<file path="src/common/prf_pkg.sv">
package prf_pkg;
	localparam int CLK_HZ = 50_000_000;
	localparam int BAUD_RATE = 38400;
	localparam int BAUD_DIV = CLK_HZ / BAUD_RATE;
	localparam logic [3:0] FRAME_LAST = 4'h9;
	localparam int NCHAN = 6;
	localparam logic [4:0] F_TS = 5'h00;
	localparam logic [4:0] F_LASTCH = 5'h0C;
	localparam logic [4:0] F_TEMP = 5'h0D;
	localparam logic [4:0] F_HUM = 5'h0E;
	localparam logic [4:0] F_STN = 5'h0F;
	localparam logic [4:0] F_SECS = 5'h10;
	localparam logic [4:0] F_W1 = 5'h11;
	localparam logic [4:0] F_W2 = 5'h12;
	localparam logic [4:0] F_LAST = 5'h13;
	localparam logic [4:0] W_TS = 5'h13;
	localparam logic [4:0] W_SIZE = 5'h04;
	localparam logic [4:0] W_CNT = 5'h08;
	localparam logic [4:0] W_TEMP = 5'h04;
	localparam logic [4:0] W_HUM = 5'h03;
	localparam logic [4:0] W_STN = 5'h03;
	localparam logic [4:0] W_SECS = 5'h04;
	localparam logic [4:0] W_STAT = 5'h03;
	localparam logic [3:0] PRN_LAST_LINE = 4'h8;
	localparam logic [4:0] PRN_LAST_COL = 5'h19;
	localparam logic [7:0] CH_ESC = 8'h1B;
	localparam logic [7:0] CH_CR = 8'h0D;
	localparam logic [7:0] CH_LF = 8'h0A;
	localparam logic [7:0] CH_COMMA = 8'h2C;
	localparam logic [7:0] CH_SP = 8'h20;
	localparam logic [7:0] CH_ZERO = 8'h30;
	localparam logic [7:0] CH_DOT = 8'h2E;
	localparam logic [7:0] CH_DASH = 8'h2D;
	localparam logic [7:0] CH_PLUS = 8'h2B;
	localparam logic [7:0] CH_COLON = 8'h3A;
	localparam int ST_ALM1 = 0;
	localparam int ST_ALM2 = 1;
	localparam int ST_BATT = 4;
	localparam int ST_SENS = 5;
	localparam logic [7:0] ST_UNUSED = 8'hCC;
	localparam logic [1:0] FMT_CSV = 2'h1;
	localparam logic [1:0] FMT_PRN = 2'h2;
	localparam logic [1:0] CU_CF = 2'h0;
	localparam logic [1:0] CU_L = 2'h1;
	localparam logic [1:0] CU_TC = 2'h2;
	localparam logic [9:0] STN_MIN = 10'h001;
	localparam logic [9:0] STN_MAX = 10'h3E7;
	localparam logic [2:0] SEL_TUNIT = 3'h4;
	localparam logic [2:0] SEL_SEROUT = 3'h5;
	localparam logic [2:0] SEL_STN = 3'h6;

	typedef struct packed {
		logic [55:0]             stamp;
		logic [NCHAN-1:0][11:0]  size;
		logic [NCHAN-1:0][31:0]  count;
		logic                    temp_neg;
		logic [11:0]             air_temperature;
		logic [11:0]             humidity_percent;
		logic [15:0]             secs;
		logic [11:0]             first_watch_size;
		logic [11:0]             second_watch_size;
		logic                    alarm1;
		logic                    alarm2;
		logic                    low_batt;
		logic                    sensor_err;
	} prf_rec_t;

	typedef struct packed {
		logic [1:0]  report_format_select;
		logic [1:0]  count_unit_select;
		logic        temp_unit_select;
		logic        probe_present;
		logic        alarms_enabled;
		logic [9:0]  station_number;
	} prf_cfg_t;

	typedef enum logic [5:0] {
		S_IDLE = 6'h01,
		S_HDR  = 6'h02,
		S_REC  = 6'h04,
		S_PRN  = 6'h08,
		S_CR   = 6'h10,
		S_LF   = 6'h20
	} prf_state_t;
endpackage : prf_pkg

</file>
<file path="src/logic/prf_formatter.sv">
module prf_formatter #(
	parameter int DIV = prf_pkg::BAUD_DIV  // Clock cycles per serial bit
) (
	input  wire logic              mclk,               // 50 MHz clock
	input  wire logic              rst,                // Sync reset
	input  wire prf_pkg::prf_cfg_t cfg,                // Live settings
	input  wire logic              rep_req,            // Report pulse
	input  wire prf_pkg::prf_rec_t rec,                // Report data
	input  wire logic              hdr_req,            // Header pulse
	input  wire logic              host_cmd_mode,      // Host mode level
	input  wire logic              serial_out_network, // Setting level
	input  wire logic              net_cmd_seen,       // Bus traffic pulse
	input  wire logic              cmd_valid,          // Command pulse
	input  wire logic [9:0]        cmd_addr,           // Command address
	input  wire logic [7:0]        cmd_first,          // First command char
	input  wire logic              local_set_valid,    // Local edit pulse
	input  wire logic [2:0]        local_set_sel,      // Edited setting
	input  wire logic [9:0]        local_set_value,    // New station value
	output logic                   txd,                // Serial out
	output logic                   busy,               // Sending
	output logic                   net_mode,           // Network mode
	output logic                   echo_enable,        // Echo allowed
	output logic                   cmd_accept,         // Answer command
	output logic                   local_set_grant,    // Edit allowed
	output logic                   local_set_deny      // Edit refused
);
	import prf_pkg::*;

	prf_state_t  state, next_state;
	prf_rec_t    rc, next_rc;
	prf_cfg_t    rcf, next_rcf;
	logic [4:0]  fld, next_fld, pos, next_pos, col, next_col;
	logic [3:0]  line, next_line;
	logic [11:0] stat_bcd, next_stat_bcd, stn_bcd, next_stn_bcd;
	logic [7:0]  tx_data, next_tx_data, cur_char, lit, sb;
	logic        tx_valid, next_tx_valid, tx_ready, take, quiet;
	logic        blank, dotted, next_busy;
	logic [4:0]  ef, ep, dp, cur_len, hl;
	logic [2:0]  ch;
	logic [63:0] dv;
	logic [79:0] hs;
	logic [15:0] unit;
	logic        auto_net, next_auto_net, next_net, next_echo;
	logic        next_accept, next_grant, next_deny, locked, bad_stn;

	function automatic logic [7:0] dchr(input logic [3:0] d);
		return CH_ZERO | {4'h0, d};
	endfunction : dchr

	function automatic logic [11:0] to_bcd(input logic [9:0] b);
		logic [21:0] s;
		s = {12'h000, b};
		for (int i = 0; i < 10; i++)
		begin
			for (int k = 0; k < 3; k++)
				if (s[10+4*k +: 4] > 4'h4)
					s[10+4*k +: 4] = s[10+4*k +: 4] + 4'h3;
			s = s << 1;
		end
		return s[21:10];
	endfunction : to_bcd

	function automatic logic [4:0] fld_width(input logic [4:0] f);
		if (f == F_TS)
			return W_TS;
		else if (f <= F_LASTCH)
			return f[0] ? W_SIZE : W_CNT;
		case (f)
			F_TEMP: return W_TEMP;
			F_HUM: return W_HUM;
			F_STN: return W_STN;
			F_SECS: return W_SECS;
			F_W1, F_W2: return W_SIZE;
			default: return W_STAT;
		endcase
	endfunction : fld_width

	// Character at the current position; printer cells map onto fields
	always_comb
	begin
		ef = fld;
		ep = pos;
		blank = 1'b0;
		dotted = 1'b0;
		lit = 8'h00;
		dv = 64'h0000_0000_0000_0000;
		if (state == S_PRN)
		begin
			blank = 1'b1;
			ef = F_TS;
			ep = col;
			if (line == 4'h0)
				blank = (col >= W_TS);
			else if (line == 4'h7)
			begin
				if (col < W_TEMP)
				begin
					ef = F_TEMP;
					blank = 1'b0;
				end
				else if (col > 5'h04 && col < 5'h08)
				begin
					ef = F_HUM;
					ep = col - 5'h05;
					blank = 1'b0;
				end
			end
			else if (line == PRN_LAST_LINE)
			begin
				ef = (col < 5'h09) ? ((col < 5'h04) ? F_STN : F_SECS)
					: F_LAST;
				ep = (col < 5'h04) ? col
					: ((col < 5'h09) ? col - 5'h04 : col - 5'h09);
				blank = (col == 5'h03) || (col == 5'h08) || (col > 5'h0B);
			end
			else if (col < W_SIZE)
			begin
				ef = {line - 4'h1, 1'b1};
				blank = 1'b0;
			end
			else if (col > 5'h05 && col < 5'h0E)
			begin
				ef = {line, 1'b0};
				ep = col - 5'h06;
				blank = 1'b0;
			end
		end
		dp = ep;
		ch = 3'((ef - 5'h01) >> 1);
		if (ef == F_TS)
		begin
			dv[63:8] = rc.stamp;
			case (ep)
				5'h04, 5'h07: lit = CH_DASH;
				5'h0A: lit = CH_SP;
				5'h0D, 5'h10: lit = CH_COLON;
				default: lit = 8'h00;
			endcase
			if (ep > 5'h10)
				dp = ep - 5'h05;
			else if (ep > 5'h0D)
				dp = ep - 5'h04;
			else if (ep > 5'h0A)
				dp = ep - 5'h03;
			else if (ep > 5'h07)
				dp = ep - 5'h02;
			else if (ep > 5'h04)
				dp = ep - 5'h01;
		end
		else if (ef <= F_LASTCH)
		begin
			dotted = ef[0];
			if (ef[0])
				dv[63:52] = rc.size[ch];
			else
				dv[63:32] = rc.count[ch];
		end
		else
		begin
			case (ef)
				F_TEMP:
				begin
					dv[63:52] = rc.air_temperature;
					dp = ep - 5'h01;
					if (ep == 5'h00)
						lit = rc.temp_neg ? CH_DASH : CH_PLUS;
					blank = blank || !rcf.probe_present;
				end
				F_HUM:
				begin
					dv[63:52] = rc.humidity_percent;
					blank = blank || !rcf.probe_present;
				end
				F_STN: dv[63:52] = stn_bcd;
				F_SECS: dv[63:48] = rc.secs;
				F_W1, F_W2:
				begin
					dv[63:52] = (ef == F_W1) ? rc.first_watch_size
						: rc.second_watch_size;
					dotted = 1'b1;
					blank = blank || !rcf.alarms_enabled;
				end
				default: dv[63:52] = stat_bcd;
			endcase
		end
		if (dotted)
		begin
			if (ep == 5'h02)
				lit = CH_DOT;
			if (ep > 5'h02)
				dp = ep - 5'h01;
		end
		case (rcf.count_unit_select)
			CU_CF: unit = "CF";
			CU_L: unit = "/L";
			CU_TC: unit = "TC";
			default: unit = "M3";
		endcase
		hl = 5'h06;
		if (fld == F_TS)
		begin
			hs = 80'("Time");
			hl = 5'h04;
		end
		else if (fld <= F_LASTCH)
		begin
			hs = fld[0] ? 80'({"Size", dchr(4'({1'b0, ch}) + 4'h1)})
				: {"Count", dchr(4'({1'b0, ch}) + 4'h1), "(", unit, ")"};
			hl = fld[0] ? 5'h05 : 5'h0A;
		end
		else
		begin
			case (fld)
				F_TEMP: hs = 80'({"Temp(", rcf.temp_unit_select ? "F)" : "C)"});
				F_HUM: hs = 80'("Humid");
				F_STN: hs = 80'("Station");
				F_SECS: hs = 80'("Seconds");
				F_W1: hs = 80'("Watch1");
				F_W2: hs = 80'("Watch2");
				default: hs = 80'("Status");
			endcase
			if (fld == F_TEMP || fld == F_STN || fld == F_SECS)
				hl = 5'h07;
			else if (fld == F_HUM)
				hl = 5'h05;
		end
		cur_len = (state == S_HDR) ? hl : fld_width(fld);
		if (state == S_CR)
			cur_char = CH_CR;
		else if (state == S_LF)
			cur_char = CH_LF;
		else if (state != S_PRN && pos == cur_len)
			cur_char = CH_COMMA;
		else if (state == S_HDR)
			cur_char = hs[7'(8 * int'(hl - 5'h01 - pos)) +: 8];
		else if (blank)
			cur_char = CH_SP;
		else if (lit != 8'h00)
			cur_char = lit;
		else
			cur_char = dchr(dv[6'(63 - 4 * int'(dp[3:0])) -: 4]);
	end

	always_comb
	begin
		next_state = state;
		next_fld = fld;
		next_pos = pos;
		next_col = col;
		next_line = line;
		next_rc = rc;
		next_rcf = rcf;
		next_stat_bcd = stat_bcd;
		next_stn_bcd = stn_bcd;
		quiet = host_cmd_mode || net_mode;
		take = (state != S_IDLE) && tx_ready && !tx_valid;
		next_tx_valid = take;
		next_tx_data = take ? cur_char : tx_data;
		sb = 8'h00;
		sb[ST_ALM1] = rec.alarm1;
		sb[ST_ALM2] = rec.alarm2;
		sb[ST_BATT] = rec.low_batt;
		sb[ST_SENS] = rec.sensor_err;
		next_fld = (state == S_IDLE) ? F_TS : fld;
		next_pos = (state == S_IDLE) ? 5'h00 : pos;
		case (state)
			S_IDLE:
			begin
				next_col = 5'h00;
				next_line = 4'h0;
				next_rcf = cfg;
				if (hdr_req && !quiet)
					next_state = S_HDR;
				else if (rep_req)
				begin
					next_rc = rec;
					next_stat_bcd = to_bcd({2'b00, sb});
					next_stn_bcd = to_bcd(cfg.station_number);
					if (cfg.report_format_select == FMT_CSV)
						next_state = S_REC;
					else if (cfg.report_format_select == FMT_PRN)
						next_state = S_PRN;
				end
			end
			S_HDR, S_REC:
				if (take)
				begin
					if (pos == cur_len)
					begin
						next_fld = fld + 5'h01;
						next_pos = 5'h00;
					end
					else if (pos == cur_len - 5'h01 && fld == F_LAST)
						next_state = S_CR;
					else
						next_pos = pos + 5'h01;
				end
			S_PRN:
				if (take)
				begin
					if (col == PRN_LAST_COL)
						next_state = S_CR;
					else
						next_col = col + 5'h01;
				end
			S_CR:
				if (take)
					next_state = S_LF;
			S_LF:
				if (take)
				begin
					if (rcf.report_format_select == FMT_PRN && fld == F_TS
						&& line != PRN_LAST_LINE && pos == 5'h00)
					begin
						next_state = S_PRN;
						next_line = line + 4'h1;
						next_col = 5'h00;
					end
					else
						next_state = S_IDLE;
				end
			default: next_state = S_IDLE;
		endcase
		next_busy = (next_state != S_IDLE);
	end

	always_ff @(posedge mclk)
	begin
		if (rst)
		begin
			state <= S_IDLE;
			fld <= F_TS;
			pos <= 5'h00;
			col <= 5'h00;
			line <= 4'h0;
			rc <= '0;
			rcf <= '0;
			stat_bcd <= 12'h000;
			stn_bcd <= 12'h000;
			tx_valid <= 1'b0;
			tx_data <= 8'h00;
			busy <= 1'b0;
		end
		else
		begin
			state <= next_state;
			fld <= next_fld;
			pos <= next_pos;
			col <= next_col;
			line <= next_line;
			rc <= next_rc;
			rcf <= next_rcf;
			stat_bcd <= next_stat_bcd;
			stn_bcd <= next_stn_bcd;
			tx_valid <= next_tx_valid;
			tx_data <= next_tx_data;
			busy <= next_busy;
		end
	end

	// Detection sets auto mode; a local serial out edit drops it, set wins
	always_comb
	begin
		next_auto_net = auto_net;
		if (local_set_valid && local_set_sel == SEL_SEROUT)
			next_auto_net = 1'b0;
		if (net_cmd_seen)
			next_auto_net = 1'b1;
		next_net = serial_out_network || next_auto_net;
		next_echo = !host_cmd_mode && !next_net;
		if (net_mode)
			next_accept = cmd_valid && cmd_addr == cfg.station_number
				&& cfg.station_number >= STN_MIN
				&& cfg.station_number <= STN_MAX;
		else if (host_cmd_mode)
			next_accept = cmd_valid && cmd_first == CH_ESC;
		else
			next_accept = cmd_valid;
		locked = net_mode && local_set_sel <= SEL_TUNIT;
		bad_stn = local_set_sel == SEL_STN && (local_set_value < STN_MIN
			|| local_set_value > STN_MAX);
		next_grant = local_set_valid && !locked && !bad_stn;
		next_deny = local_set_valid && (locked || bad_stn);
	end

	always_ff @(posedge mclk)
	begin
		if (rst)
		begin
			auto_net <= 1'b0;
			net_mode <= 1'b0;
			echo_enable <= 1'b0;
			cmd_accept <= 1'b0;
			local_set_grant <= 1'b0;
			local_set_deny <= 1'b0;
		end
		else
		begin
			auto_net <= next_auto_net;
			net_mode <= next_net;
			echo_enable <= next_echo;
			cmd_accept <= next_accept;
			local_set_grant <= next_grant;
			local_set_deny <= next_deny;
		end
	end

	prf_uart_tx #(.DIV(DIV)) u_tx (
		.mclk     (mclk),
		.rst      (rst),
		.tx_valid (tx_valid),
		.tx_data  (tx_data),
		.tx_ready (tx_ready),
		.txd      (txd)
	);

	property p_echo;
		@(posedge mclk) disable iff (rst) net_mode |-> !echo_enable;
	endproperty
	a_echo: assert property (p_echo)
		else $error("echo enabled in network mode");
	property p_addr;
		@(posedge mclk) disable iff (rst)
		cmd_valid && net_mode && cmd_addr != cfg.station_number
			|=> !cmd_accept;
	endproperty
	a_addr: assert property (p_addr)
		else $error("answered a command for another station");
	property p_esc;
		@(posedge mclk) disable iff (rst)
		cmd_valid && !net_mode && host_cmd_mode && cmd_first != CH_ESC
			|=> !cmd_accept;
	endproperty
	a_esc: assert property (p_esc)
		else $error("host command without escape accepted");
	property p_lock;
		@(posedge mclk) disable iff (rst)
		local_set_valid && net_mode && local_set_sel <= SEL_TUNIT
			|=> local_set_deny && !local_set_grant;
	endproperty
	a_lock: assert property (p_lock)
		else $error("locked setting changed in network mode");
	property p_serout;
		@(posedge mclk) disable iff (rst)
		local_set_valid && local_set_sel == SEL_SEROUT |=> local_set_grant;
	endproperty
	a_serout: assert property (p_serout)
		else $error("serial out edit refused");
	property p_auto;
		@(posedge mclk) disable iff (rst) net_cmd_seen |=> net_mode [*2];
	endproperty
	a_auto: assert property (p_auto)
		else $error("network traffic did not enter network mode");
	property p_quiet;
		@(posedge mclk) disable iff (rst)
		state == S_IDLE && hdr_req && quiet |=> state != S_HDR;
	endproperty
	a_quiet: assert property (p_quiet)
		else $error("header sent in host or network mode");
	property p_comma;
		@(posedge mclk) disable iff (rst)
		take && state == S_REC && pos == fld_width(fld)
			|=> tx_data == CH_COMMA;
	endproperty
	a_comma: assert property (p_comma)
		else $error("field boundary without comma");
	property p_blank;
		@(posedge mclk) disable iff (rst)
		take && state == S_REC && fld == F_TEMP && pos < W_TEMP
			&& !rcf.probe_present |=> tx_data == CH_SP;
	endproperty
	a_blank: assert property (p_blank)
		else $error("temperature not blank without probe");
	property p_crlf;
		@(posedge mclk) disable iff (rst)
		take && state == S_CR |=> state == S_LF && tx_data == CH_CR;
	endproperty
	a_crlf: assert property (p_crlf)
		else $error("carriage return not followed by line feed");
	property p_stat;
		@(posedge mclk) disable iff (rst)
		state == S_IDLE && rep_req && !rec.alarm1 && !rec.alarm2
			&& !rec.low_batt && !rec.sensor_err |=> stat_bcd == 12'h000;
	endproperty
	a_stat: assert property (p_stat)
		else $error("unused status bit set");
endmodule : prf_formatter

</file>
<file path="src/logic/prf_uart_tx.sv">
module prf_uart_tx #(
	parameter int DIV = prf_pkg::BAUD_DIV  // Clock cycles per bit
) (
	input  wire logic        mclk,      // System clock
	input  wire logic        rst,       // Synchronous reset
	input  wire logic        tx_valid,  // Byte offered
	input  wire logic [7:0]  tx_data,   // Byte to send
	output logic             tx_ready,  // Idle, can take a byte
	output logic             txd        // Serial line, idle high
);
	import prf_pkg::*;
	localparam logic [12:0] LAST = 13'(DIV - 1);
	logic [12:0] cnt, next_cnt;
	logic [9:0]  shreg, next_shreg;
	logic [3:0]  nbit, next_nbit;
	logic        busy, next_busy, next_txd, tick;

	always_comb
	begin
		tick = busy && (cnt == LAST);
		next_cnt = (tick || !busy) ? 13'h0000 : cnt + 13'h0001;
		next_shreg = shreg;
		next_nbit = nbit;
		next_busy = busy;
		if (!busy && tx_valid)
		begin
			next_shreg = {1'b1, tx_data, 1'b0};
			next_nbit = 4'h0;
			next_busy = 1'b1;
		end
		else if (tick)
		begin
			next_shreg = {1'b1, shreg[9:1]};
			next_nbit = nbit + 4'h1;
			if (nbit == FRAME_LAST)
				next_busy = 1'b0;
		end
		next_txd = next_busy ? next_shreg[0] : 1'b1;
	end

	always_ff @(posedge mclk)
	begin
		if (rst)
		begin
			cnt <= 13'h0000;
			shreg <= 10'h3FF;
			nbit <= 4'h0;
			busy <= 1'b0;
			tx_ready <= 1'b1;
			txd <= 1'b1;
		end
		else
		begin
			cnt <= next_cnt;
			shreg <= next_shreg;
			nbit <= next_nbit;
			busy <= next_busy;
			tx_ready <= !next_busy;
			txd <= next_txd;
		end
	end

	property p_start;
		@(posedge mclk) disable iff (rst)
		tx_valid && tx_ready |=> !txd && !tx_ready;
	endproperty
	a_start: assert property (p_start)
		else $error("frame did not open with a start bit");
endmodule : prf_uart_tx

</file>
<file path="config.mk">
export PLATFORM = sky130hd
export DESIGN_NAME = prf_formatter
export DESIGN_NICKNAME = d
export VERILOG_FILES = /design/src/common/prf_pkg.sv /design/src/logic/prf_formatter.sv /design/src/logic/prf_uart_tx.sv
export SDC_FILE = /design/constraint.sdc
export NUM_CORES = 1
export LEC_CHECK = 0
export BUFFER_PORTS_ARGS = -buffer_cell sky130_fd_sc_hd__buf_4
export CORE_AREA = 2 2 174 176
export DETAILED_ROUTE_END_ITERATION = 10
export DIE_AREA = 0 0 176 178
export MAX_ROUTING_LAYER = met4
export SLEW_MARGIN = 40
export SYNTH_ARGS = -nofsm -noshare
export SYNTH_HDL_FRONTEND = slang
export SYNTH_SLANG_ARGS = --single-unit
export TNS_END_PERCENT = 5
</file>
<file path="constraint.sdc">
create_clock -name mclk -period 8.2 [get_ports mclk]
set_input_delay 0.41 -clock mclk [delete_from_list [all_inputs] [get_ports mclk]]
set_output_delay 0.41 -clock mclk [all_outputs]
set_load 0.01 [all_outputs]
</file>
==> impl_metrics.env <==
export IMPL_path_class="flip-flop to flip-flop"
export IMPL_die_h_um=178
export IMPL_synth_edf_count=0
export IMPL_vdd_drop_max_mv=0.0991
export IMPL_status="finished, final reports clean"
export IMPL_synth_top_area_share_pct=23.7
export IMPL_drive_above_1_share_pct=13.8
export IMPL_cts_sinks=101
export IMPL_fin_nets=1673
export IMPL_avgRoutedWirePerCell_um=16.6
export IMPL_dieArea_um2=31300
export IMPL_drv_cap=0
export IMPL_dr_first_iter_drc_count=767
export IMPL_dp_hpwl_um=19400
export IMPL_relSlewSlack_pct=42.8
export IMPL_synth_area_top_cells="dfxtp_1 24%, nand2_1 7.0%, a21oi_1 6.6%"
export IMPL_syn_cell_area_um2=8530
export IMPL_synthXorXnorAreaFrac_pct=4.31
export IMPL_async_flop_share_pct=0
export IMPL_cpPeakStageDelay_ns=0.74
export IMPL_met3_length_um=1360
export IMPL_seqPwrFrac_pct=42.3
export IMPL_num_io_pins=453
export IMPL_place_ws_ns=2.06
export IMPL_tightest_slew_ns=0.856
export IMPL_cp_arrival_ns=6.52
export IMPL_synth_fa_ha_area_share_pct=6.37
export IMPL_finalHoldViolCount=0
export IMPL_max_freq_ghz=0.159
export IMPL_path_clk_slew_ns=0.09
export IMPL_layout_setup_ws_ns=1.92
export IMPL_num_fill_cells=3146
export IMPL_hold_class="input pin to flip-flop"
export IMPL_cts_resized=0
export IMPL_synth_top_area_cell="dfxtp_1"
export IMPL_final_common_cell="nand2_1"
export IMPL_period_share_pct=76.5
export IMPL_cp_start_kind="flip-flop"
export IMPL_grt_pass1_wl_um=42700
export IMPL_cp_end_kind="flip-flop"
export IMPL_clkPwrFrac_pct=33.7
export IMPL_drtPass1Iterations=5
export IMPL_route_met2_wl_um=12000
export IMPL_syn_nets=1645
export IMPL_synth_distinct_cells=104
export IMPL_dp_cells=1564
export IMPL_crit_path_cell_trace="inv_1 > ha_1 > a21boi_0 > o21ai_0 > o311ai_0 > o221a_2 > ha_1 > inv_1 > nor4_1 > a21oi_2 > nor2_1 > a211oi_1 > a32oi_1 > and2_1 > mux2i_1 > o221ai_1 > a2111oi_2 > o21ai_1"
export IMPL_layout_common_cells="159 x nand2_1, 112 x a21oi_1, 107 x nor2_1"
export IMPL_ant_nets=0
export IMPL_placeableCoreArea_um2=29400
export IMPL_grt_max_degree=84
export IMPL_drt_wl_total_um=26300
export IMPL_cp_max_fo=18
export IMPL_drt_met1_wl_um=12500
export IMPL_synth_cells=1157
export IMPL_synth_top_family_by_area="compound AO/OA/AOI/OAI gates"
export IMPL_initial_core_util_pct=29.0
export IMPL_remaining_drc_errors=0
export IMPL_yosysWarnings=0
export IMPL_die_w_um=176
export IMPL_ys_ff_latch=101
export IMPL_seq_area_frac_synth_pct=23.7
export IMPL_power_switching_uw=474
export IMPL_cts_root_buf="clkbuf_16"
export IMPL_clk_insertion_delay_late_ns=0.37
export IMPL_cts_hold_buf=0
export IMPL_finalCriticalPeriod_ns=6.28
export IMPL_grtUsageTotal_pct=17.0
export IMPL_syn_area_per_cell_um2=7.37
export IMPL_rsz0062_at_grt="false"
export IMPL_portBuffers=88
export IMPL_diodes=0
export IMPL_finalMaxSlewViolations=0
export IMPL_synth_flop_cell="dfxtp_1"
export IMPL_synth_compound_area_share_pct=29.7
export IMPL_antenna_found_initial=0
export IMPL_rows=63
export IMPL_final_core_util_pct=33.0
export IMPL_grt_ovfl_total=0
export IMPL_p_int_uw=881
export IMPL_route_vias_total=8768
export IMPL_swShare_pct=35.0
export IMPL_cts_tree="done"
export IMPL_p_comb_share_pct=24.0
export IMPL_slowest_stage="dfxtp_1"
export IMPL_cts_buffers=9
export IMPL_synth_simple_area_share_pct=27.9
export IMPL_r2r_slack_ns=1.92
export IMPL_grt_pass1_vias=8132
export IMPL_highest_layer="met4"
export IMPL_finalSetupViolCount=0
export IMPL_final_cells=1580
export IMPL_muxShareOfSynthArea_pct=1.83
export IMPL_powerDensity_nw_per_um2=140
export IMPL_clock_skew_ns=0.00986
export IMPL_required_ns=8.45
export IMPL_area_growth_pct=13.9
export IMPL_globalplace_congestion=0.915
export IMPL_post_cts_buffers=0
export IMPL_power_leakage_nw=3.60
export IMPL_vias_per_cell=5.55
export IMPL_htree_num_levels=3
export IMPL_tns_ns=0
export IMPL_clock_path_buffers=2
==> power groups by stage <==
stage	logic, mW	registers (mW)	clock network [mW]
finish	0.326	0.573	0.457
floorplan	0.228	0.571	0
global route	0.364	0.581	0.490
CTS	0.325	0.573	0.469
detailed placement	0.323	0.584	0
global placement	0.319	0.583	0
==> state kept, by name (all words and copies together) (netlist names), 5 cells and up <==
name / count
pos: 5
fld: 5
rcf: 7
u_tx.cnt: 13
col: 5
state: 6
u_tx.shreg: 9
rc: 25
tx_data: 7
==> worst max-delay path: cells and delay by family, from the launching register on <==
family                   cells  cell delay (ns)
AO/OA/AOI/OAI               10             2.88
adder cells (fa/ha/maj)      2             0.55
buffers and inverters        2             0.38
flip-flops                   1             0.74
multiplexers                 1             0.30
AND/OR/NAND/NOR              3             1.29
==> final timing paths <==
path	startpoint	endpoint	cells after the start
max	col[2]$_SDFFE_PP0P_	tx_data[1]$_SDFFE_PP0P_	18
max reg2reg	col[2]$_SDFFE_PP0P_	tx_data[1]$_SDFFE_PP0P_	18
min reg2reg	u_tx.shreg[2]$_SDFFE_PP1P_	u_tx.shreg[2]$_SDFFE_PP1P_	2
min	serial_out_network	echo_enable$_SDFF_PP0_	2
==> through the flow <==
stage / instance area, um2 / power, mW / hold WS [ns]
final: 9710 / 1.36 / 0.209
after global routing: 9710 / 1.43 / 0.214
after CTS: 9690 / 1.37 / 0.203
after detailed placement: 9380 / 0.908 / 0.433
after global placement: 9350 / 0.902 / 0.432
after floorplan: 8530 / 0.799 / 0.422
==> Yosys cell counts (all sizes together) (20+ instances only) <==
master,n
a21oi,114
nor2,110
xnor2,24
nand2,161
ha,41
inv,45
buf,22
o21ai,71
dfxtp,101
nand3,42
nor3,26
clkbuf,53
a211oi,20
==> logic make-up after synthesis <==
kind of cell	Yosys count
buffers and inverters	120
AO/OA/AOI/OAI	365
AND/OR/NAND/NOR	471
XOR/XNOR	42
adder cells (fa/ha/maj)	43
flip-flops	101
multiplexers	15
==> final cells by class <==
type | instances | area, um2 | share of cell area [%]
multi-input cells | 936 | 6020 | 62.0
flip-flops and latches | 101 | 2020 | 20.8
repair buffers | 92 | 694 | 7.15
well taps | 390 | 488 | 5.03
clock buffers | 9 | 225 | 2.32
inverters | 45 | 169 | 1.74
clock inverters | 7 | 86.3 | 0.889
==> routing by layer <==
metal	track usage (%)	vias up
li1	-	4304
met1	23.4	4145
met2	26.5	284
met3	1.62	35
met4	4.65	0
met5	-	-
No activity file was read; power rests on OpenSTA's default activity.
